==> src/design/raf_pkg.sv <==
package raf_pkg;

	localparam int unsigned ADDR_W = 8;
	localparam int unsigned DATA_W = 8;

	localparam logic [7:0] OFS_CONV_READY_STATUS = 8'h32;
	localparam logic [7:0] OFS_RAIL2_ALERT_ENABLE = 8'h34;
	localparam logic [7:0] OFS_RAIL2_FAULT_FLAGS = 8'h35;

	localparam logic [7:0] RST_CONV_READY_STATUS = 8'h00;
	localparam logic [7:0] RST_RAIL2_ALERT_ENABLE = 8'h00;
	localparam logic [7:0] RST_RAIL2_FAULT_FLAGS = 8'h00;
	localparam logic [7:0] UNMAPPED_READ_VALUE = 8'h00;

	// Converter status field positions.
	localparam int unsigned BIT_CUR_READY = 7;
	localparam int unsigned BIT_VOLT_READY = 6;
	localparam int unsigned CHAN_W = 6;

	// Rail-2 alert enable and fault flag positions, shared by both registers.
	localparam int unsigned BIT_POWER_MAX = 7;
	localparam int unsigned BIT_POWER_MIN = 6;
	localparam int unsigned BIT_SENSE_MAX = 5;
	localparam int unsigned BIT_SENSE_MIN = 4;
	localparam int unsigned BIT_VIN_MAX = 3;
	localparam int unsigned BIT_VIN_MIN = 2;
	localparam int unsigned BIT_AUX_MAX = 1;
	localparam int unsigned BIT_AUX_MIN = 0;

	// Data-ready alert enable positions within the misc enable input.
	localparam int unsigned MISC_VOLT_READY = 1;
	localparam int unsigned MISC_CUR_READY = 0;

	typedef struct packed {
		logic              rd;
		logic              wr;
		logic [ADDR_W-1:0] addr;
		logic [DATA_W-1:0] wdata;
	} raf_reg_req_t;

	typedef struct packed {
		logic              cur_done;
		logic              volt_done;
		logic [CHAN_W-1:0] chan_new;
	} raf_conv_evt_t;

endpackage

==> src/design/raf_rail2_alert_fault.sv <==
`timescale 1ns/1ns

module raf_rail2_alert_fault (
	input  wire logic                              sys_clk_i,
	input  wire logic                              rst_n_i,
	input  wire logic                              ce_i,
	input  wire raf_pkg::raf_reg_req_t             reg_req_i,
	input  wire raf_pkg::raf_conv_evt_t            conv_evt_i,
	input  wire logic [raf_pkg::DATA_W-1:0]        rail2_fault_cond_i,
	input  wire logic                              fault_clear_on_read_i,
	input  wire logic                              alert_clear_enable_i,
	input  wire logic                              addressed_i,
	input  wire logic [1:0]                        misc_alert_enable_bits_i,
	output logic [raf_pkg::DATA_W-1:0]             rdata_o,
	output logic                                   rvalid_o,
	output logic                                   alert_o,
	output logic [raf_pkg::DATA_W-1:0]             rail2_alert_enable_bits_o
);

	logic [raf_pkg::DATA_W-1:0] status_q;
	logic [raf_pkg::DATA_W-1:0] status_d;
	logic [raf_pkg::DATA_W-1:0] alert_en_q;
	logic [raf_pkg::DATA_W-1:0] fault_q;
	logic [raf_pkg::DATA_W-1:0] fault_d;
	logic [raf_pkg::DATA_W-1:0] status_set;
	logic [raf_pkg::DATA_W-1:0] fault_new;
	logic                       rd_status;
	logic                       rd_fault;
	logic                       wr_alert_en;
	logic                       wr_fault;
	logic                       alert_set;
	logic                       alert_q;

	function automatic logic hit(input raf_pkg::raf_reg_req_t r, input logic [7:0] ofs);
		hit = (r.addr == ofs);
	endfunction

	assign rd_status   = reg_req_i.rd && hit(reg_req_i, raf_pkg::OFS_CONV_READY_STATUS);
	assign rd_fault    = reg_req_i.rd && hit(reg_req_i, raf_pkg::OFS_RAIL2_FAULT_FLAGS);
	assign wr_alert_en = reg_req_i.wr && hit(reg_req_i, raf_pkg::OFS_RAIL2_ALERT_ENABLE);
	assign wr_fault    = reg_req_i.wr && hit(reg_req_i, raf_pkg::OFS_RAIL2_FAULT_FLAGS);

	// Converter completion events; a new event beats a simultaneous clearing read.
	always_comb begin
		status_set = {conv_evt_i.cur_done, conv_evt_i.volt_done, conv_evt_i.chan_new};
		status_d = status_q;
		if (rd_status) begin
			status_d = '0;
		end
		status_d = status_d | status_set;
	end

	always_ff @(posedge sys_clk_i) begin
		if (!rst_n_i) begin
			status_q <= raf_pkg::RST_CONV_READY_STATUS;
		end else if (ce_i) begin
			status_q <= status_d;
		end
	end

	// Each enable bit gates the alert from the fault of the same position; fault flags set regardless.
	always_ff @(posedge sys_clk_i) begin
		if (!rst_n_i) begin
			alert_en_q <= raf_pkg::RST_RAIL2_ALERT_ENABLE;
		end else if (ce_i && wr_alert_en) begin
			alert_en_q <= reg_req_i.wdata;
		end
	end

	// Faults are sticky; writes and clearing reads lose to a live condition.
	always_comb begin
		fault_d = fault_q;
		if (wr_fault) begin
			fault_d = reg_req_i.wdata;
		end else if (rd_fault && fault_clear_on_read_i) begin
			fault_d = '0;
		end
		fault_d = fault_d | rail2_fault_cond_i;
	end

	always_ff @(posedge sys_clk_i) begin
		if (!rst_n_i) begin
			fault_q <= raf_pkg::RST_RAIL2_FAULT_FLAGS;
		end else if (ce_i) begin
			fault_q <= fault_d;
		end
	end

	assign fault_new = rail2_fault_cond_i & ~fault_q & alert_en_q;
	assign alert_set = (|fault_new)
		|| (conv_evt_i.volt_done && misc_alert_enable_bits_i[raf_pkg::MISC_VOLT_READY])
		|| (conv_evt_i.cur_done && misc_alert_enable_bits_i[raf_pkg::MISC_CUR_READY]);

	// A new alert cause wins over release by addressing in the same cycle.
	always_ff @(posedge sys_clk_i) begin
		if (!rst_n_i) begin
			alert_q <= 1'b0;
		end else if (ce_i) begin
			if (alert_set) begin
				alert_q <= 1'b1;
			end else if (addressed_i && alert_clear_enable_i) begin
				alert_q <= 1'b0;
			end
		end
	end

	always_ff @(posedge sys_clk_i) begin
		if (!rst_n_i) begin
			rdata_o  <= raf_pkg::UNMAPPED_READ_VALUE;
			rvalid_o <= 1'b0;
		end else if (ce_i) begin
			rvalid_o <= reg_req_i.rd;
			if (reg_req_i.rd) begin
				unique case (reg_req_i.addr)
					raf_pkg::OFS_CONV_READY_STATUS:  rdata_o <= status_q;
					raf_pkg::OFS_RAIL2_ALERT_ENABLE: rdata_o <= alert_en_q;
					raf_pkg::OFS_RAIL2_FAULT_FLAGS:  rdata_o <= fault_q;
					default:                         rdata_o <= raf_pkg::UNMAPPED_READ_VALUE;
				endcase
			end
		end
	end

	assign alert_o = alert_q;
	assign rail2_alert_enable_bits_o = alert_en_q;

	a_status_done_bits: assert property (@(posedge sys_clk_i) disable iff (!rst_n_i)
		ce_i && conv_evt_i.cur_done && conv_evt_i.volt_done
		|=> status_q[raf_pkg::BIT_CUR_READY] && status_q[raf_pkg::BIT_VOLT_READY])
		else $error("done bits not set");

	a_status_chan_set: assert property (@(posedge sys_clk_i) disable iff (!rst_n_i)
		ce_i |=> ((status_q[5:0] & $past(conv_evt_i.chan_new)) == $past(conv_evt_i.chan_new)))
		else $error("channel ready bit lost");

	a_status_read_clear: assert property (@(posedge sys_clk_i) disable iff (!rst_n_i)
		ce_i && rd_status && status_set == '0 |=> status_q == '0 && rvalid_o)
		else $error("status not cleared by read");

	a_alert_en_write: assert property (@(posedge sys_clk_i) disable iff (!rst_n_i)
		ce_i && wr_alert_en |=> alert_en_q == $past(reg_req_i.wdata))
		else $error("alert enable write lost");

	a_enable_reset_zero: assert property (@(posedge sys_clk_i)
		!rst_n_i |=> alert_en_q == '0 && fault_q == '0 && !alert_o)
		else $error("reset values wrong");

	a_fault_sets: assert property (@(posedge sys_clk_i) disable iff (!rst_n_i)
		ce_i && rail2_fault_cond_i != '0
		|=> (fault_q & $past(rail2_fault_cond_i)) == $past(rail2_fault_cond_i))
		else $error("fault flag not set");

	a_fault_sticky_hold: assert property (@(posedge sys_clk_i) disable iff (!rst_n_i)
		!wr_fault && !(rd_fault && fault_clear_on_read_i) |=> fault_q == ($past(fault_q)
		| ($past(ce_i) ? $past(rail2_fault_cond_i) : '0)))
		else $error("fault flag dropped");

	a_fault_read_clear: assert property (@(posedge sys_clk_i) disable iff (!rst_n_i)
		ce_i && rd_fault && fault_clear_on_read_i && !wr_fault && rail2_fault_cond_i == '0
		|=> fault_q == '0)
		else $error("fault not cleared on read");

	a_alert_fault_raise: assert property (@(posedge sys_clk_i) disable iff (!rst_n_i)
		ce_i && (rail2_fault_cond_i & ~fault_q & alert_en_q) != '0 |=> alert_o)
		else $error("enabled fault gave no alert");

	a_alert_ready_raise: assert property (@(posedge sys_clk_i) disable iff (!rst_n_i)
		ce_i && conv_evt_i.volt_done && misc_alert_enable_bits_i[raf_pkg::MISC_VOLT_READY]
		|=> alert_o)
		else $error("ready event gave no alert");

	a_alert_release: assert property (@(posedge sys_clk_i) disable iff (!rst_n_i)
		ce_i && addressed_i && alert_clear_enable_i && !alert_set |=> !alert_o)
		else $error("alert not released");

	a_alert_cur_ready: assert property (@(posedge sys_clk_i) disable iff (!rst_n_i)
		ce_i && conv_evt_i.cur_done && misc_alert_enable_bits_i[raf_pkg::MISC_CUR_READY]
		|=> alert_o)
		else $error("current ready event gave no alert");

	a_status_read_only: assert property (@(posedge sys_clk_i) disable iff (!rst_n_i)
		ce_i && !rd_status |=> status_q == ($past(status_q) | $past(status_set)))
		else $error("status changed without a read");

	a_fault_write_store: assert property (@(posedge sys_clk_i) disable iff (!rst_n_i)
		ce_i && wr_fault
		|=> fault_q == ($past(reg_req_i.wdata) | $past(rail2_fault_cond_i)))
		else $error("fault write not stored");

	a_fault_read_data: assert property (@(posedge sys_clk_i) disable iff (!rst_n_i)
		ce_i && rd_fault |=> rdata_o == $past(fault_q) && rvalid_o)
		else $error("fault read data wrong");

	a_enable_read_data: assert property (@(posedge sys_clk_i) disable iff (!rst_n_i)
		ce_i && reg_req_i.rd && hit(reg_req_i, raf_pkg::OFS_RAIL2_ALERT_ENABLE)
		|=> rdata_o == $past(alert_en_q))
		else $error("alert enable read data wrong");

	a_state_frozen: assert property (@(posedge sys_clk_i) disable iff (!rst_n_i)
		!ce_i |=> $stable(status_q) && $stable(fault_q)
		&& $stable(alert_en_q) && $stable(alert_q))
		else $error("state moved while clock enable low");

endmodule

==> config.mk <==
export PLATFORM = sky130hd
export DESIGN_NAME = raf_rail2_alert_fault
export DESIGN_NICKNAME = d
export VERILOG_FILES = /design/src/design/raf_pkg.sv /design/src/design/raf_rail2_alert_fault.sv
export SDC_FILE = /design/constraint.sdc
export NUM_CORES = 1
export LEC_CHECK = 0
export BUFFER_PORTS_ARGS = -buffer_cell sky130_fd_sc_hd__buf_4
export CORE_ASPECT_RATIO = 0.9
export CORE_MARGIN = 8
export CORE_UTILIZATION = 35
export CTS_CLUSTER_DIAMETER = 100
export DETAILED_ROUTE_END_ITERATION = 16
export SYNTH_ARGS = -nofsm -noshare
export SYNTH_HDL_FRONTEND = slang
export SYNTH_SLANG_ARGS = --single-unit
==> constraint.sdc <==
create_clock -name sys_clk_i -period 4.4 [get_ports sys_clk_i]
set_input_delay 0.88 -clock sys_clk_i [delete_from_list [all_inputs] [get_ports sys_clk_i]]
set_output_delay 0.88 -clock sys_clk_i [all_outputs]
set_load 0.02 [all_outputs]
==> results.txt <==
The routed via count is 1487. The leakage power came out at 0.967 nW. After layout, the worst path uses 50.4% of the clock period. The clock network latency to the later pin of the worst-skew pair came out at 280 ps. The initial cell density of the core came out at 36.1%. The commonest non-fill, non-tap cell in the layout is sky130_fd_sc_hd__buf_4. The post-detailed-route wirelength per cell came out at 15.9 um. The aggregate negative setup slack came out at 0 ps. Measured along the x axis, the die boundary spans 87.0 um.

The worst setup path is launched from a primary input. The startpoint of the most critical register-to-register path is rail2_alert_enable_bits_o[3]. The number of input and output port buffers inserted is 59.

Summed over all layers, the routed wires come to 4580 um. Summing all multi-input logic gate instances after layout gives 866 um^2. The overall track demand over capacity in global routing came out at a little over an eighth. TritonCTS built the clock tree. The tool flagged a number of max-cap violations equal to 0. The maximum single-stage delay on the critical path came out at 510 ps. Entering global routing, the biggest net connects 37 pins. The number of sinks on the clock net came out at 34.

The number of flops mapped to enable cells by yosys came out at 0. The net switching share of the total power is approximately a quarter. In this run, the combinational gates consume 12.9% of the power. The number of standard-cell rows in the floorplan came out at 23. The fraction of registers with async set/reset is 0%. The net switching power came out at 0.153 mW. The number of antenna violations at the first check in global routing was 0.

The number of buffers inserted to repair setup after CTS came out at 0. The number of max-slew violations in the final report came out at 0. In this run the most critical hold path is launched from rvalid_o. After clock tree synthesis, the clock-pin slew on the worst setup and hold paths is ~70 ps. The post-cts hold buffer count is 0. The number of synthesized register bits came out at 34.

Gates resized during post-CTS repair numbered 0. IR analysis of the VDD net gives a maximum drop of 123 uV. The minimum setup slack among reg-to-reg paths came out at 3240 ps. The total of warnings raised by yosys came out at 0. The worst hold path belongs to the class reg -> reg. The remaining antenna violation count came out at 0. The run finished with clean final reports. Routability-driven placement finished with a final weighted congestion of 0.718. The number of antenna diodes in the final layout is 0. The cell area that synthesis handed to floorplanning was approximately 1600 um^2. The capturing element type of the critical path is a register. The starting DRC count in detailed routing came out at between 90 and 100.

The number of nets in the finished design came out at 269. The area added between synthesis and finish is 35.7%. The master of the slowest instance on the critical path is sky130_fd_sc_hd__nor3b_2. The TritonCTS buffer count came out at 5.

Setup repair after global routing left no endpoint under its margin. The number of failing setup endpoints in the final timing report is 0. The sequential fraction of design power is 52.6%. The total chip power came out at 0.625 mW. The via density per instance is 5.15. In this run the clock root is driven by a sky130_fd_sc_hd__clkbuf_8. The post-synthesis average cell area is 9.40 um^2.

The number of H-tree branching levels came out at 2. The sequential cell area is 681 um^2. Data arrives at the worst endpoint at 2390 ps.

The number of unique standard cell types used by synthesis came out at 29. The worst path required time came out at 4570 ps. The placeable core region came out at around 4400 um^2. The final clock skew came out at 4.39 ps. The first TritonRoute pass finished after 4 iterations. Synthesis handed over a netlist of between 150 and 200 instances.

In the layout the commonest cells are 59 x sky130_fd_sc_hd__buf_4, 34 x sky130_fd_sc_hd__dfxtp_1, 18 x sky130_fd_sc_hd__nand2_1, 18 x sky130_fd_sc_hd__nor2b_1, 16 x sky130_fd_sc_hd__a22oi_1. Static timing analysis puts the maximum clock frequency at 451 MHz. The detailed-route DRC error count is 0.

The power density of the placed cells is between 200 and 300 nW/um^2. The portion of the post-synthesis area used by sequential elements came out at a little over two fifths. The vertical die dimension is 79.9 um.

The placed wire-length estimate is 3400 um. The main flop type after synthesis is sky130_fd_sc_hd__dfxtp_1. The filler cells instantiated in the layout total 444. The clock passes through at most 2 buffers. The critical path in this run is classified as in -> reg.

The number of global-route vias before repair came out at 1555. The proportion of power drawn by the clock network is 34.5%. The number of endpoints with negative hold slack in the final report came out at 0. For the finished layout, the period the worst path requires is 2220 ps.

The first-pass GRT wire length came out at 7520 um. The number of I/O pins is 60. The global route total overflow is 0. The maximum fanout along the worst path is 12. In this run the worst setup path begins at reg_req_i[8]. At the pin with the least slew margin, the transition time is about 670 ps. The worst max-slew margin expressed relative to the limit is between 50 and 60%. The area enclosed by the die boundary is 6960 um^2. When the netlist entered floorplanning its net count stood at ~210. Walking the worst path, the cells encountered are buf_4, nor3b_2, nand4_1, a22oi_1, nor2b_1. The post-route netlist has 33.0% of its cells at a drive strength greater than 1.

The internal power component came out at 0.472 mW.
Yosys cell counts (2+ instances only):
cell | n | area (um^2)
sky130_fd_sc_hd__a21oi_1 | 3 | 15.0
sky130_fd_sc_hd__a221o_1 | 8 | 80.1
sky130_fd_sc_hd__a22oi_1 | 16 | 120
sky130_fd_sc_hd__and2_1 | 8 | 50.1
sky130_fd_sc_hd__and3_1 | 8 | 50.1
sky130_fd_sc_hd__clkbuf_1 | 7 | 26.3
sky130_fd_sc_hd__dfxtp_1 | 34 | 681
sky130_fd_sc_hd__inv_1 | 3 | 11.3
sky130_fd_sc_hd__mux2_2 | 7 | 78.8
sky130_fd_sc_hd__mux2i_1 | 9 | 90.1
sky130_fd_sc_hd__nand2_1 | 18 | 67.6
sky130_fd_sc_hd__nand4_1 | 3 | 18.8
sky130_fd_sc_hd__nor2_1 | 3 | 11.3
sky130_fd_sc_hd__nor2b_1 | 18 | 113
sky130_fd_sc_hd__o21ai_0 | 9 | 45.0
sky130_fd_sc_hd__o22ai_1 | 2 | 12.5
layout make-up:
| cell class | instances | share of cell area [%] |
|---|---|---|
| multi-input cells | 124 | 40.1 |
| flip-flops and latches | 34 | 31.6 |
| inverters | 3 | 0.522 |
| clock inverters | 2 | 0.464 |
| well taps | 62 | 3.60 |
| clock buffers | 5 | 3.19 |
| repair buffers | 59 | 20.5 |
logic make-up (layout without fill, tap and decap cells):
logic type | after synthesis | count (layout) | synth area share (%)
DFF | 34 | 34 | 42.8
and+or+nand+nor | 64 | 64 | 23.5
buffers and inverters | 11 | 69 | 2.68
AOI/OAI and AO/OA | 44 | 44 | 20.4
muxes | 16 | 16 | 10.6
path summary, 6_finish.rpt:
path	endpoint	cells after the start
min reg2reg	rvalid_o	2
max reg2reg	rdata_o[3]	4
max	status_q[0]	5
min	rvalid_o	2
critical path, delay by kind of cell:
kind | cells | cell delay (ps)
simple gates | 3 | 1050
compound gates | 1 | 290
buf+inv | 1 | 170
metrics by stage:
| step | instances | setup slack, ps | util (%) | cell area, um^2 | hold WS (ps) |
|---|---|---|---|---|---|
| after floorplan | 169 | 2230 | - | 1590 | 462 |
| after global placement | 282 | 1990 | 47.2 | 2080 | 479 |
| final | 289 | 2180 | 49.0 | 2160 | 489 |
| after global routing | 289 | 2020 | 49.0 | 2160 | 520 |
| after CTS | 289 | 2250 | 49.0 | 2160 | 490 |
| after detailed placement | 282 | 1940 | 47.2 | 2080 | 479 |
flip-flops by register name (all words and copies together), names as in the netlist:
register,count
alert_o,1
status_q,8
rail2_alert_enable_bits_o,8
fault_q,8
rdata_o,8
rvalid_o,1
power by group through the flow:
stage | Sequential, mW | Clock [mW] | Combinational, mW
after detailed placement | 0.335 | 0 | 0.0810
final | 0.329 | 0.215 | 0.0809
after global placement | 0.335 | 0 | 0.0798
after global routing | 0.330 | 0.230 | 0.0877
after CTS | 0.328 | 0.219 | 0.0812
after floorplan | 0.334 | 0 | 0.0374
routing by layer:
layer / GRT usage, % / share of wire, % / vias up
li1: - / - / 735
met2: 21.5 / 45 / 44
met5: 0 / 0 / -
met1: 16.6 / 46 / 702
met3: 5.86 / 7.7 / 6
met4: 3.61 / 0.87 / 0
Note: power is estimated with default switching activity, not from simulation.
